==> src/hw/pcc_pkg.sv <==
package pcc_pkg;

   // ---------------------------------------------------------------
   // Register map (byte addresses on the APB side).
   // ---------------------------------------------------------------
   localparam logic [7:0] ADDR_COMMAND     = 8'h04;
   localparam logic [7:0] ADDR_CLASS_REV   = 8'h08;
   localparam logic [7:0] ADDR_IRQ_STATUS  = 8'h40;
   localparam logic [7:0] ADDR_IRQ_MASK    = 8'h44;
   localparam logic [7:0] ADDR_EVENT_COUNT = 8'h48;

   // ---------------------------------------------------------------
   // Command register field positions.
   // ---------------------------------------------------------------
   localparam int BIT_IO_SPACE      = 0;
   localparam int BIT_MEM_SPACE     = 1;
   localparam int BIT_BUS_MASTER    = 2;
   localparam int BIT_PARITY_RESP   = 6;
   localparam int BIT_SYSERR_RESP   = 8;
   localparam int BIT_SYSERR_STATUS = 13;
   localparam int BIT_NEW_CAPS      = 20;
   localparam int BIT_PM_CAPS       = 19;

   // Reset values of the writable command bits.
   localparam logic RST_IO_SPACE    = 1'b1;
   localparam logic RST_MEM_SPACE   = 1'b1;
   localparam logic RST_BUS_MASTER  = 1'b1;
   localparam logic RST_PARITY_RESP = 1'b0;
   localparam logic RST_SYSERR_RESP = 1'b1;

   // Class code fields.
   localparam logic [7:0] BASE_CLASS_CODE = 8'h02;
   localparam logic [7:0] SUBCLASS_CODE   = 8'h00;

   // Interrupt status bit positions.
   localparam int IRQ_ADDR_PARITY = 0;
   localparam int IRQ_DATA_PARITY = 1;
   localparam int IRQ_WIDTH       = 2;

   localparam logic [31:0] ZERO_WORD = 32'h0000_0000;

   // Grouped parity event inputs.
   typedef struct packed {
      logic addr_parity_error;
      logic data_parity_error;
   } pcc_parity_type;

   // Grouped command enables that steer the rest of the controller.
   typedef struct packed {
      logic bus_master_enable;
      logic memory_space_enable;
      logic io_space_enable;
   } pcc_enables_type;

endpackage : pcc_pkg

==> src/hw/pcc_config_regs.sv <==
// Behaviour
// RQ1: bit 20 mirrors power-management control bit 19
// RQ2: syserr enable bit 8 drives SERR on address parity
// RQ3: parity response off ignores all parity errors
// RQ4: parity response on sets system error status
// RQ5: bus-master enable bit 2, resets to one
// RQ6: memory-space enable bit 1, resets to one
// RQ7: io control bit 0 inverted sense, resets one
// RQ8: class 02h and subclass 00h read-only
// RQ9: revision and step fields read-only
// RQ10: reserved bits read zero, writes ignored
module pcc_config_regs #(
   parameter logic [3:0] REVISION_NUMBER = 4'h0,  // Arbitrary value.
   parameter logic [3:0] STEP_NUMBER     = 4'h0   // Arbitrary value.
) (
   input  wire logic                      pclk,
   input  wire logic                      presetn,
   input  wire logic                      psel,
   input  wire logic                      penable,
   input  wire logic                      pwrite,
   input  wire logic [7:0]                paddr,
   input  wire logic [31:0]               pwdata,
   input  wire logic [3:0]                pstrb,
   output logic      [31:0]               prdata,
   output logic                           pready,
   output logic                           pslverr,
   input  wire logic [31:0]               power_mgmt_control_reg,
   input  wire pcc_pkg::pcc_parity_type   parity_in,
   output pcc_pkg::pcc_enables_type       enables,
   output logic                           serr_n_out,
   output logic                           serr_n_oe,
   output logic                           irq
);

   // ---------------------------------------------------------------
   // Storage.
   // ---------------------------------------------------------------
   logic                            syserr_response_enable;
   logic                            parity_response_enable;
   logic                            bus_master_enable;
   logic                            memory_space_enable;
   logic                            io_space_control;
   logic                            syserr_status;
   logic [pcc_pkg::IRQ_WIDTH-1:0]   irq_status;
   logic [pcc_pkg::IRQ_WIDTH-1:0]   irq_mask;
   logic [15:0]                     event_count;

   logic                            setup_phase;
   logic                            wr_strobe;
   logic                            clr_syserr;
   logic                            addr_err_taken;
   logic                            any_err_taken;
   logic [pcc_pkg::IRQ_WIDTH-1:0]   irq_events;
   logic [31:0]                     command_word;
   logic [31:0]                     class_word;
   logic [31:0]                     next_prdata;
   logic                            next_pslverr;
   logic                            addr_mapped;

   // The event counter holds at its top value instead of wrapping.
   localparam logic [15:0] COUNT_MAX = 16'hFFFF;

   // ---------------------------------------------------------------
   // Bus decode.
   // ---------------------------------------------------------------

   // The slave answers in the first access cycle, so pready rises one
   // edge after the setup cycle and the write lands on the edge that ends that access cycle.
   assign setup_phase = psel & ~penable;
   assign wr_strobe   = psel & penable & pready & pwrite & ~pslverr;

   // Flags whether the address hits a register; an unmapped place is
   // answered with an error and leaves every piece of state alone.
   always_comb
   begin
      addr_mapped = 1'b1;
      if (paddr == pcc_pkg::ADDR_COMMAND)
      begin
         addr_mapped = 1'b1;
      end
      else if (paddr == pcc_pkg::ADDR_CLASS_REV)
      begin
         addr_mapped = 1'b1;
      end
      else if (paddr == pcc_pkg::ADDR_IRQ_STATUS)
      begin
         addr_mapped = 1'b1;
      end
      else if (paddr == pcc_pkg::ADDR_IRQ_MASK)
      begin
         addr_mapped = 1'b1;
      end
      else if (paddr == pcc_pkg::ADDR_EVENT_COUNT)
      begin
         addr_mapped = 1'b1;
      end
      else
      begin
         addr_mapped = 1'b0;
      end
   end

   // ---------------------------------------------------------------
   // Parity handling.
   // ---------------------------------------------------------------

   // With the parity response off every error is dropped here, so no
   // status, SERR pulse or interrupt can follow from it.
   assign addr_err_taken = parity_in.addr_parity_error & parity_response_enable;   // [RQ3]
   assign any_err_taken  = (parity_in.addr_parity_error | parity_in.data_parity_error)
                           & parity_response_enable;                                // [RQ3]
   assign irq_events     = {parity_in.data_parity_error & parity_response_enable,
                            addr_err_taken};

   // Word assembly; reserved positions stay zero.
   always_comb
   begin
      command_word = pcc_pkg::ZERO_WORD;                                           // [RQ10]
      command_word[pcc_pkg::BIT_NEW_CAPS] = power_mgmt_control_reg[pcc_pkg::BIT_PM_CAPS]; // [RQ1]
      command_word[pcc_pkg::BIT_SYSERR_STATUS] = syserr_status;
      command_word[pcc_pkg::BIT_SYSERR_RESP]   = syserr_response_enable;
      command_word[pcc_pkg::BIT_PARITY_RESP]   = parity_response_enable;
      command_word[pcc_pkg::BIT_BUS_MASTER]    = bus_master_enable;
      command_word[pcc_pkg::BIT_MEM_SPACE]     = memory_space_enable;
      command_word[pcc_pkg::BIT_IO_SPACE]      = io_space_control;
   end

   assign class_word = {pcc_pkg::BASE_CLASS_CODE, pcc_pkg::SUBCLASS_CODE,
                        8'h00, REVISION_NUMBER, STEP_NUMBER};                     // [RQ8] [RQ9]

   // Read mux, one hit per address.
   always_comb
   begin
      next_prdata  = pcc_pkg::ZERO_WORD;
      next_pslverr = 1'b0;
      if (paddr == pcc_pkg::ADDR_COMMAND)
      begin
         next_prdata = command_word;
      end
      else if (paddr == pcc_pkg::ADDR_CLASS_REV)
      begin
         next_prdata  = class_word;
         next_pslverr = pwrite;  // Read-only word refuses writes.
      end
      else if (paddr == pcc_pkg::ADDR_IRQ_STATUS)
      begin
         next_prdata[pcc_pkg::IRQ_WIDTH-1:0] = irq_status;
      end
      else if (paddr == pcc_pkg::ADDR_IRQ_MASK)
      begin
         next_prdata[pcc_pkg::IRQ_WIDTH-1:0] = irq_mask;
      end
      else if (paddr == pcc_pkg::ADDR_EVENT_COUNT)
      begin
         next_prdata[15:0] = event_count;
      end
      else
      begin
         next_pslverr = ~addr_mapped;
      end
      if (!pwrite)
      begin
         next_pslverr = ~addr_mapped;
      end
   end

   // ---------------------------------------------------------------
   // APB answer registers.
   // ---------------------------------------------------------------

   // Answer flops: pready pulses one cycle in the access phase.
   always_ff @(posedge pclk or negedge presetn)
   begin
      if (!presetn)
      begin
         pready  <= 1'b0;
         pslverr <= 1'b0;
         prdata  <= pcc_pkg::ZERO_WORD;
      end
      else
      begin
         pready  <= setup_phase;
         pslverr <= setup_phase & next_pslverr;
         prdata  <= setup_phase ? next_prdata : pcc_pkg::ZERO_WORD;
      end
   end

   // ---------------------------------------------------------------
   // Command register.
   // ---------------------------------------------------------------

   // Only the low byte lane and lane one hold writable bits; all other
   // positions are dropped on the floor.
   always_ff @(posedge pclk or negedge presetn)
   begin
      if (!presetn)
      begin
         io_space_control       <= pcc_pkg::RST_IO_SPACE;                         // [RQ7]
         memory_space_enable    <= pcc_pkg::RST_MEM_SPACE;                        // [RQ6]
         bus_master_enable      <= pcc_pkg::RST_BUS_MASTER;                       // [RQ5]
         parity_response_enable <= pcc_pkg::RST_PARITY_RESP;                      // [RQ3]
         syserr_response_enable <= pcc_pkg::RST_SYSERR_RESP;                      // [RQ2]
      end
      else if (wr_strobe && paddr == pcc_pkg::ADDR_COMMAND)
      begin
         if (pstrb[0])
         begin
            io_space_control       <= pwdata[pcc_pkg::BIT_IO_SPACE];              // [RQ7]
            memory_space_enable    <= pwdata[pcc_pkg::BIT_MEM_SPACE];             // [RQ6]
            bus_master_enable      <= pwdata[pcc_pkg::BIT_BUS_MASTER];            // [RQ5]
            parity_response_enable <= pwdata[pcc_pkg::BIT_PARITY_RESP];
         end
         if (pstrb[1])
         begin
            syserr_response_enable <= pwdata[pcc_pkg::BIT_SYSERR_RESP];
         end
      end
   end

   // System-error status is sticky, write one to clear; a new error in
   // the clearing cycle keeps it set.
   assign clr_syserr = wr_strobe && paddr == pcc_pkg::ADDR_COMMAND && pstrb[1]
                       && pwdata[pcc_pkg::BIT_SYSERR_STATUS];

   always_ff @(posedge pclk or negedge presetn)
   begin
      if (!presetn)
      begin
         syserr_status <= 1'b0;
      end
      else if (any_err_taken)
      begin
         syserr_status <= 1'b1;                                                   // [RQ4]
      end
      else if (clr_syserr)
      begin
         syserr_status <= 1'b0;
      end
   end

   // ---------------------------------------------------------------
   // Outward enables and SERR pin.
   // ---------------------------------------------------------------

   // Registered copies so every output comes from a flop; a one-cycle
   // lag after a write is harmless for enables held by software.
   always_ff @(posedge pclk or negedge presetn)
   begin
      if (!presetn)
      begin
         enables.bus_master_enable   <= pcc_pkg::RST_BUS_MASTER;
         enables.memory_space_enable <= pcc_pkg::RST_MEM_SPACE;
         enables.io_space_enable     <= ~pcc_pkg::RST_IO_SPACE;
      end
      else
      begin
         enables.bus_master_enable   <= bus_master_enable;                        // [RQ5]
         enables.memory_space_enable <= memory_space_enable;                      // [RQ6]
         enables.io_space_enable     <= ~io_space_control;                        // [RQ7]
      end
   end

   // SERR is open drain: driven low for one cycle per address error.
   // A data parity error never reaches the pin; it shows only in status, the event count and the interrupt.
   always_ff @(posedge pclk or negedge presetn)
   begin
      if (!presetn)
      begin
         serr_n_oe  <= 1'b0;
         serr_n_out <= 1'b1;
      end
      else
      begin
         serr_n_oe  <= addr_err_taken & syserr_response_enable;                   // [RQ2]
         serr_n_out <= ~(addr_err_taken & syserr_response_enable);                // [RQ2]
      end
   end

   // ---------------------------------------------------------------
   // Interrupt status, mask and event counter.
   // ---------------------------------------------------------------

   // Set wins over a write-one clear in the same cycle.
   always_ff @(posedge pclk or negedge presetn)
   begin
      if (!presetn)
      begin
         irq_status <= '0;
      end
      else if (wr_strobe && paddr == pcc_pkg::ADDR_IRQ_STATUS && pstrb[0])
      begin
         irq_status <= (irq_status & ~pwdata[pcc_pkg::IRQ_WIDTH-1:0]) | irq_events;
      end
      else
      begin
         irq_status <= irq_status | irq_events;
      end
   end

   // Mask resets to all zero so no interrupt fires before software has
   // chosen which events it wants to hear about.
   always_ff @(posedge pclk or negedge presetn)
   begin
      if (!presetn)
      begin
         irq_mask <= '0;
      end
      else if (wr_strobe && paddr == pcc_pkg::ADDR_IRQ_MASK && pstrb[0])
      begin
         irq_mask <= pwdata[pcc_pkg::IRQ_WIDTH-1:0];
      end
   end

   // Counter saturates rather than wraps so software never sees a
   // small count after a storm of errors.
   always_ff @(posedge pclk or negedge presetn)
   begin
      if (!presetn)
      begin
         event_count <= 16'h0000;
      end
      else if (any_err_taken && event_count != COUNT_MAX)
      begin
         event_count <= event_count + 16'h0001;
      end
   end

   // Level interrupt from a flop, so it lags the status by one cycle and
   // carries no glitch from the status and mask logic.
   always_ff @(posedge pclk or negedge presetn)
   begin
      if (!presetn)
      begin
         irq <= 1'b0;
      end
      else
      begin
         irq <= |(irq_status & irq_mask);
      end
   end

endmodule : pcc_config_regs

==> config.mk <==
export PLATFORM = sky130hd
export DESIGN_NAME = pcc_config_regs
export DESIGN_NICKNAME = d
export VERILOG_FILES = /design/src/hw/pcc_pkg.sv /design/src/hw/pcc_config_regs.sv
export SDC_FILE = /design/constraint.sdc
export NUM_CORES = 1
export LEC_CHECK = 0
export ABC_AREA = 1
export BUFFER_PORTS_ARGS = -buffer_cell sky130_fd_sc_hd__clkbuf_2
export CAP_MARGIN = 20
export CORE_ASPECT_RATIO = 2
export CORE_MARGIN = 2
export CORE_UTILIZATION = 35
export CTS_CLUSTER_DIAMETER = 200
export CTS_CLUSTER_SIZE = 20
export DETAILED_ROUTE_END_ITERATION = 8
export SETUP_SLACK_MARGIN = 0.3
export SLEW_MARGIN = 20
export SYNTH_ARGS = -nofsm -noshare
export SYNTH_HDL_FRONTEND = slang
export SYNTH_SLANG_ARGS = --single-unit
export TNS_END_PERCENT = 50
==> constraint.sdc <==
create_clock -name pclk -period 1.8 [get_ports pclk]
set_input_delay 0.54 -clock pclk [delete_from_list [all_inputs] [get_ports pclk]]
set_output_delay 0.54 -clock pclk [all_outputs]
set_load 0.05 [all_outputs]
# [Yosys cells after proc, flatten, opt, wreduce, memory -nomap -nowiden]
# Cells that the tools add are included.
[word_totals] register_bits=66 in_bits=83 output_inout_bits=40 elab_cells=81
[classes] add_sub_neg=1 n_eq_ne=6 mux=23 bitwise=21 reduce_logical=12
[op_table] cell="two-way mux 16 bit" count=2
[op_table] cell="two-way mux 32 bit" count=1
[op_table] cell="two-way mux 14 bit" count=2
[op_table] cell="two-way mux 26 bit" count=1
[op_table] cell="== test 8 x 7 -> 1 bit, second input constant" count=3
[op_table] cell="adder 16 x 1 -> 16 bit, second input constant" count=1
[op_table] cell="inequality test 16 bit, second input constant" count=1
[op_table] cell="two-way mux 1 bit" count=13
[op_table] cell="AND 1 bit" count=10
[op_table] cell="two-way mux 10 bit" count=1
[op_table] cell="== test 8 x 3 -> 1 bit, second input constant" count=1
[op_table] cell="== test 8 x 4 -> 1 bit, second input constant" count=1
[op_table] cell="logical AND 1 bit" count=8
[op_table] cell="two-way mux 2 bit" count=3
[op_table] cell="NOT 1 bit" count=5
[op_table] cell="AND 2 bit" count=2
[op_table] cell="bitwise OR 2 bit" count=2
[op_table] cell="AND reduction 2 bit" count=2
[op_table] cell="NOT 2 bit" count=1
[op_table] cell="nonzero test 2 bit" count=1
[op_table] cell="OR reduction 2 bit" count=1
[op_table] cell="bitwise OR 1 bit" count=1

# [Logic depth before layout (Yosys ltp)]
[depth] depth_word=14 mapped_depth=10 mapped_depth_nobuf=9

# [Worst setup path after synthesis]
# No wires, ideal clock.
[synth_path] path_type="input to register" from="input port paddr[5]" to="register prdata[0]" setup_time_ns=0.123 t_arrival_ns=1.336 required_time_ns=1.677 path_slack_ns=0.340 cell_stages=6 n_path_buf=0 path_cell_list="nor2_1 nand3_1 nor2_4 inv_2 o21ai_0 a21oi_1"
[synth_between] elab_chain_cells=7 elab_cells_between_ends=11 cone_classes="eq/ne (5); mux (6)"
[synth_rtl] element="start, declared" line="pcc_config_regs.sv:21" rtl="input wire logic [7:0] paddr,"
[synth_rtl] element="== test 8 x 7 -> 1 bit" line="pcc_config_regs.sv:153" rtl="else if (paddr == pcc_pkg::ADDR_EVENT_COUNT)"
[synth_rtl] element="two-way mux 16 bit" line="pcc_config_regs.sv:153"
[synth_rtl] element="two-way mux 2 bit" line="pcc_config_regs.sv:149" rtl="else if (paddr == pcc_pkg::ADDR_IRQ_MASK)"
[synth_rtl] element="two-way mux 2 bit" line="pcc_config_regs.sv:145" rtl="else if (paddr == pcc_pkg::ADDR_IRQ_STATUS)"
[synth_rtl] element="two-way mux 16 bit" line="pcc_config_regs.sv:140" rtl="else if (paddr == pcc_pkg::ADDR_CLASS_REV)"
[synth_rtl] element="two-way mux 26 bit (*)" line="pcc_config_regs.sv:136" rtl="if (paddr == pcc_pkg::ADDR_COMMAND)"
[synth_rtl] element="two-way mux 32 bit (*)" line="pcc_config_regs.sv:184" rtl="prdata <= setup_phase ? next_prdata : pcc_pkg::ZERO_WORD;"
[synth_rtl] element="end signal, assigned" line="pcc_config_regs.sv:178" rtl="prdata <= pcc_pkg::ZERO_WORD;"
[synth_rtl] element="end signal, assigned" line="pcc_config_regs.sv:184"
[synth_rtl] element="end, declared" line="pcc_config_regs.sv:24" rtl="output logic [31:0] prdata,"
# Every way passes the cells marked *; elsewhere a longest branch is shown, timed or not.
# A chain may end at the register's enable or synchronous reset.

# [Worst setup path in the final report]
[layout_path] from="register enables[2] (netlist bit)" to="output port enables[2] (netlist bit)"
[layout_lines] element="start, declared" line="pcc_config_regs.sv:29" rtl="output pcc_pkg::pcc_enables_type enables,"
# No word-level cell between the ends.

==> flow_metrics.env <==
export IMPL_critical_path_class="flip-flop to output pin"
export IMPL_synth_edf_count=0
export IMPL_io_pins=123
export IMPL_syn_inst=303
export IMPL_path_buf_inv=1
export IMPL_cts_buffers=5
export IMPL_cts_tree="yes"
export IMPL_grt_pass1_wl_um=9830
export IMPL_placed_cells=449
export IMPL_critPathTopFamily="flip-flops"
export IMPL_critical_path_max_stage_delay_ps=540
export IMPL_holdBufCountCts=0
export IMPL_h_tree_depth=2
export IMPL_cp_slowest_cell="dfstp_2"
export IMPL_via_per_inst=4.59
export IMPL_ir_worst_vdd_mv=0.518
export IMPL_status="finished clean"
export IMPL_worstHoldPathType="input pin to asynchronous set/reset pin"
export IMPL_finalHoldViolCount=0
export IMPL_layout_cells_non_filler=469
export IMPL_vias=2153
export IMPL_clock_path_buffers=2
export IMPL_synth_distinct_cells=32
export IMPL_met3WireLength_um=222
export IMPL_dr_pass1_iters=4
export IMPL_clock_skew_ps=3.09
export IMPL_syn_cell_area_mm2=0.00259
export IMPL_initial_utilization=0.359
export IMPL_fin_crit_ps=1510
export IMPL_drive_gt1_frac=0.313
export IMPL_clkLatencyLatePin_ps=290
export IMPL_avgSynthCellArea_um2=8.55
export IMPL_rsz0062_at_grt="true"
export IMPL_hpwl_um=4470
export IMPL_setup_viol=0
export IMPL_grt_pass1_vias=2138
export IMPL_worstPathMaxFanout=1
export IMPL_die_w_um=64.8
export IMPL_drt_iter0_drc=82
export IMPL_reg2reg_slack_ps=330
export IMPL_dr_wl_met2_um=3640
export IMPL_crit_path_end_kind="output pin"
export IMPL_io_buffers=49
export IMPL_routed_wl_um=6130
export IMPL_worstPathRequired_ps=1260
export IMPL_seq_area_frac_synth=0.506
export IMPL_cellLeakagePower_nw=1.61
export IMPL_routedWlPerCell_um=13.1
export IMPL_layout_area_overhead_vs_synth_pct=27.5
export IMPL_cp_data_arrival_time_ps=970
export IMPL_post_route_util=0.458
export IMPL_drv_cap=0
export IMPL_num_rows=44
export IMPL_setup_tns_ps=0
export IMPL_grt_total_usage=0.159
export IMPL_top_layer_used="met4"
export IMPL_antenna_cells=0
export IMPL_cts_root_buf="clkbuf_16"
export IMPL_start_kind="flip-flop"
export IMPL_die_area_mm2=0.00815
export IMPL_clock_sinks=52
export IMPL_place_congestion=0.840
export IMPL_ys_async_sr_fraction=1.00
export IMPL_grt_ovfl_total=0
export IMPL_ys_warn_count=0
export IMPL_timing_final_crit_share=0.838
export IMPL_nets=460
export IMPL_clock_fmax_mhz=663
export IMPL_grt_max_degree=53
export IMPL_ys_flop_type="dfrtp_1"
export IMPL_power_density_mw_per_mm2=729
export IMPL_clk_pin_slew_ps=70
export IMPL_core_area_mm2=0.00721
export IMPL_wl_met1_um=2080
export IMPL_fin_total_pwr_mw=2.41
export IMPL_cp_cell_sequence="buf_8"
export IMPL_ys_seq_elements=52
export IMPL_drcViolationCount=0
export IMPL_drv_slew=0
export IMPL_drtAntennaViolNets=0
export IMPL_die_y_um=126
export IMPL_antenna_found_initial=0
==> report_power, final <==
group	switching [mW]	internal [mW]	leakage [nW]	total [mW]
Sequential	0.00973	1.18	0.656	1.19
Clock	0.413	0.593	0.0772	1.01
Combinational	0.156	0.0575	0.873	0.214
Total	0.579	1.83	1.61	2.41
==> cells by family after synthesis <==
group           count (synthesis)  synth area share
simple gates                  152             0.268
buf+inv                        56             0.113
flops                          52             0.506
compound gates                 31            0.0705
xor+xnor                       10            0.0367
fa+ha+maj                       1           0.00483
other cells                     1           0.00145
==> cells in the mapped netlist (2+ instances only) <==
master / count / share of area
nand3_1: 19 / 0.037
a21oi_1: 7 / 0.014
nand4_1: 2 / 0.0048
inv_2: 3 / 0.0043
xnor2_1: 2 / 0.0068
nor2_2: 2 / 0.0048
nor3_1: 11 / 0.021
dfstp_2: 7 / 0.071
nor2_1: 34 / 0.049
nand2_1: 74 / 0.11
o21ai_2: 6 / 0.020
buf_4: 14 / 0.041
nand3_2: 4 / 0.015
o21ai_0: 15 / 0.029
inv_1: 36 / 0.052
dfrtp_1: 45 / 0.43
xor2_1: 7 / 0.024
==> final timing paths <==
| path | startpoint | to | depth (start not counted) |
|---|---|---|---|
| setup / recovery | enables[2] | enables[2] | 1 |
| hold / removal | presetn | pslverr | 2 |
| setup reg to reg | event_count[1] | event_count[0] | 8 |
| hold reg to reg | memory_space_enable | enables[1] | 0 |
| max in group asynchronous | presetn | serr_n_out | 2 |
| min in group pclk | memory_space_enable | enables[1] | 0 |
==> area by class of cell <==
class | instances | area [um2]
clock buffers | 8 | 156
inverters | 40 | 163
fillers | 730 | 3910
well taps | 92 | 115
flip-flops and latches | 52 | 1310
repair buffers | 68 | 450
multi-input cells | 209 | 1110
==> what timing repair did <==
item | 4_1_cts | 5_1_grt
setup endpoints to repair | 15 | 23
resized for setup | 12 | 18
buffers inserted | 8 | 3
pin swaps | 2 | 2
cloned | 1 | 0
==> cells in the final DEF (no fill, tap or decap), types with 2 or more instances in the layout <==
cell       instances
nor2_2             6
a21oi_1            7
dfstp_2            7
conb_1            14
buf_6              2
o21ai_1            2
nand4_1            2
nand3_2            3
nand2_2            6
clkbuf_2          46
nor3_1            11
inv_2              3
o21ai_0           14
buf_12             2
inv_1             36
o21ai_2            6
clkbuf_8           2
buf_4             15
nor2_4             2
nand2_1           69
nor2_1            29
xor2_1             7
clkbuf_16          5
nand2_8            2
nand3_1           19
xnor2_1            2
buf_8              3
dfrtp_1           44
==> sequential cells by signal (all words and copies together) (netlist names) <==
register,count
parity_response_enable,1
pready,1
io_space_control,1
syserr_response_enable,1
serr_n_out,1
irq,1
bus_master_enable,1
enables,3
irq_mask,2
syserr_status,1
prdata,18
event_count,16
memory_space_enable,1
pslverr,1
irq_status,2
serr_n_oe,1
==> routing by layer <==
metal,track usage,up-vias
met5,0,-
met4,0.0876,0
met3,0.0268,11
met2,0.313,54
met1,0.146,1021
li1,-,1067
==> per-stage QoR <==
step           area [um2]  setup WS, ps  hold WS (ps)
2_1_floorplan        2640           340           244
3_3_place_gp         2950           119           364
3_5_place_dp         2950          97.1           369
4_1_cts              3220           264           249
5_1_grt              3300           274           247
6_report             3300           292           230
(Power assumes the default switching activity.)
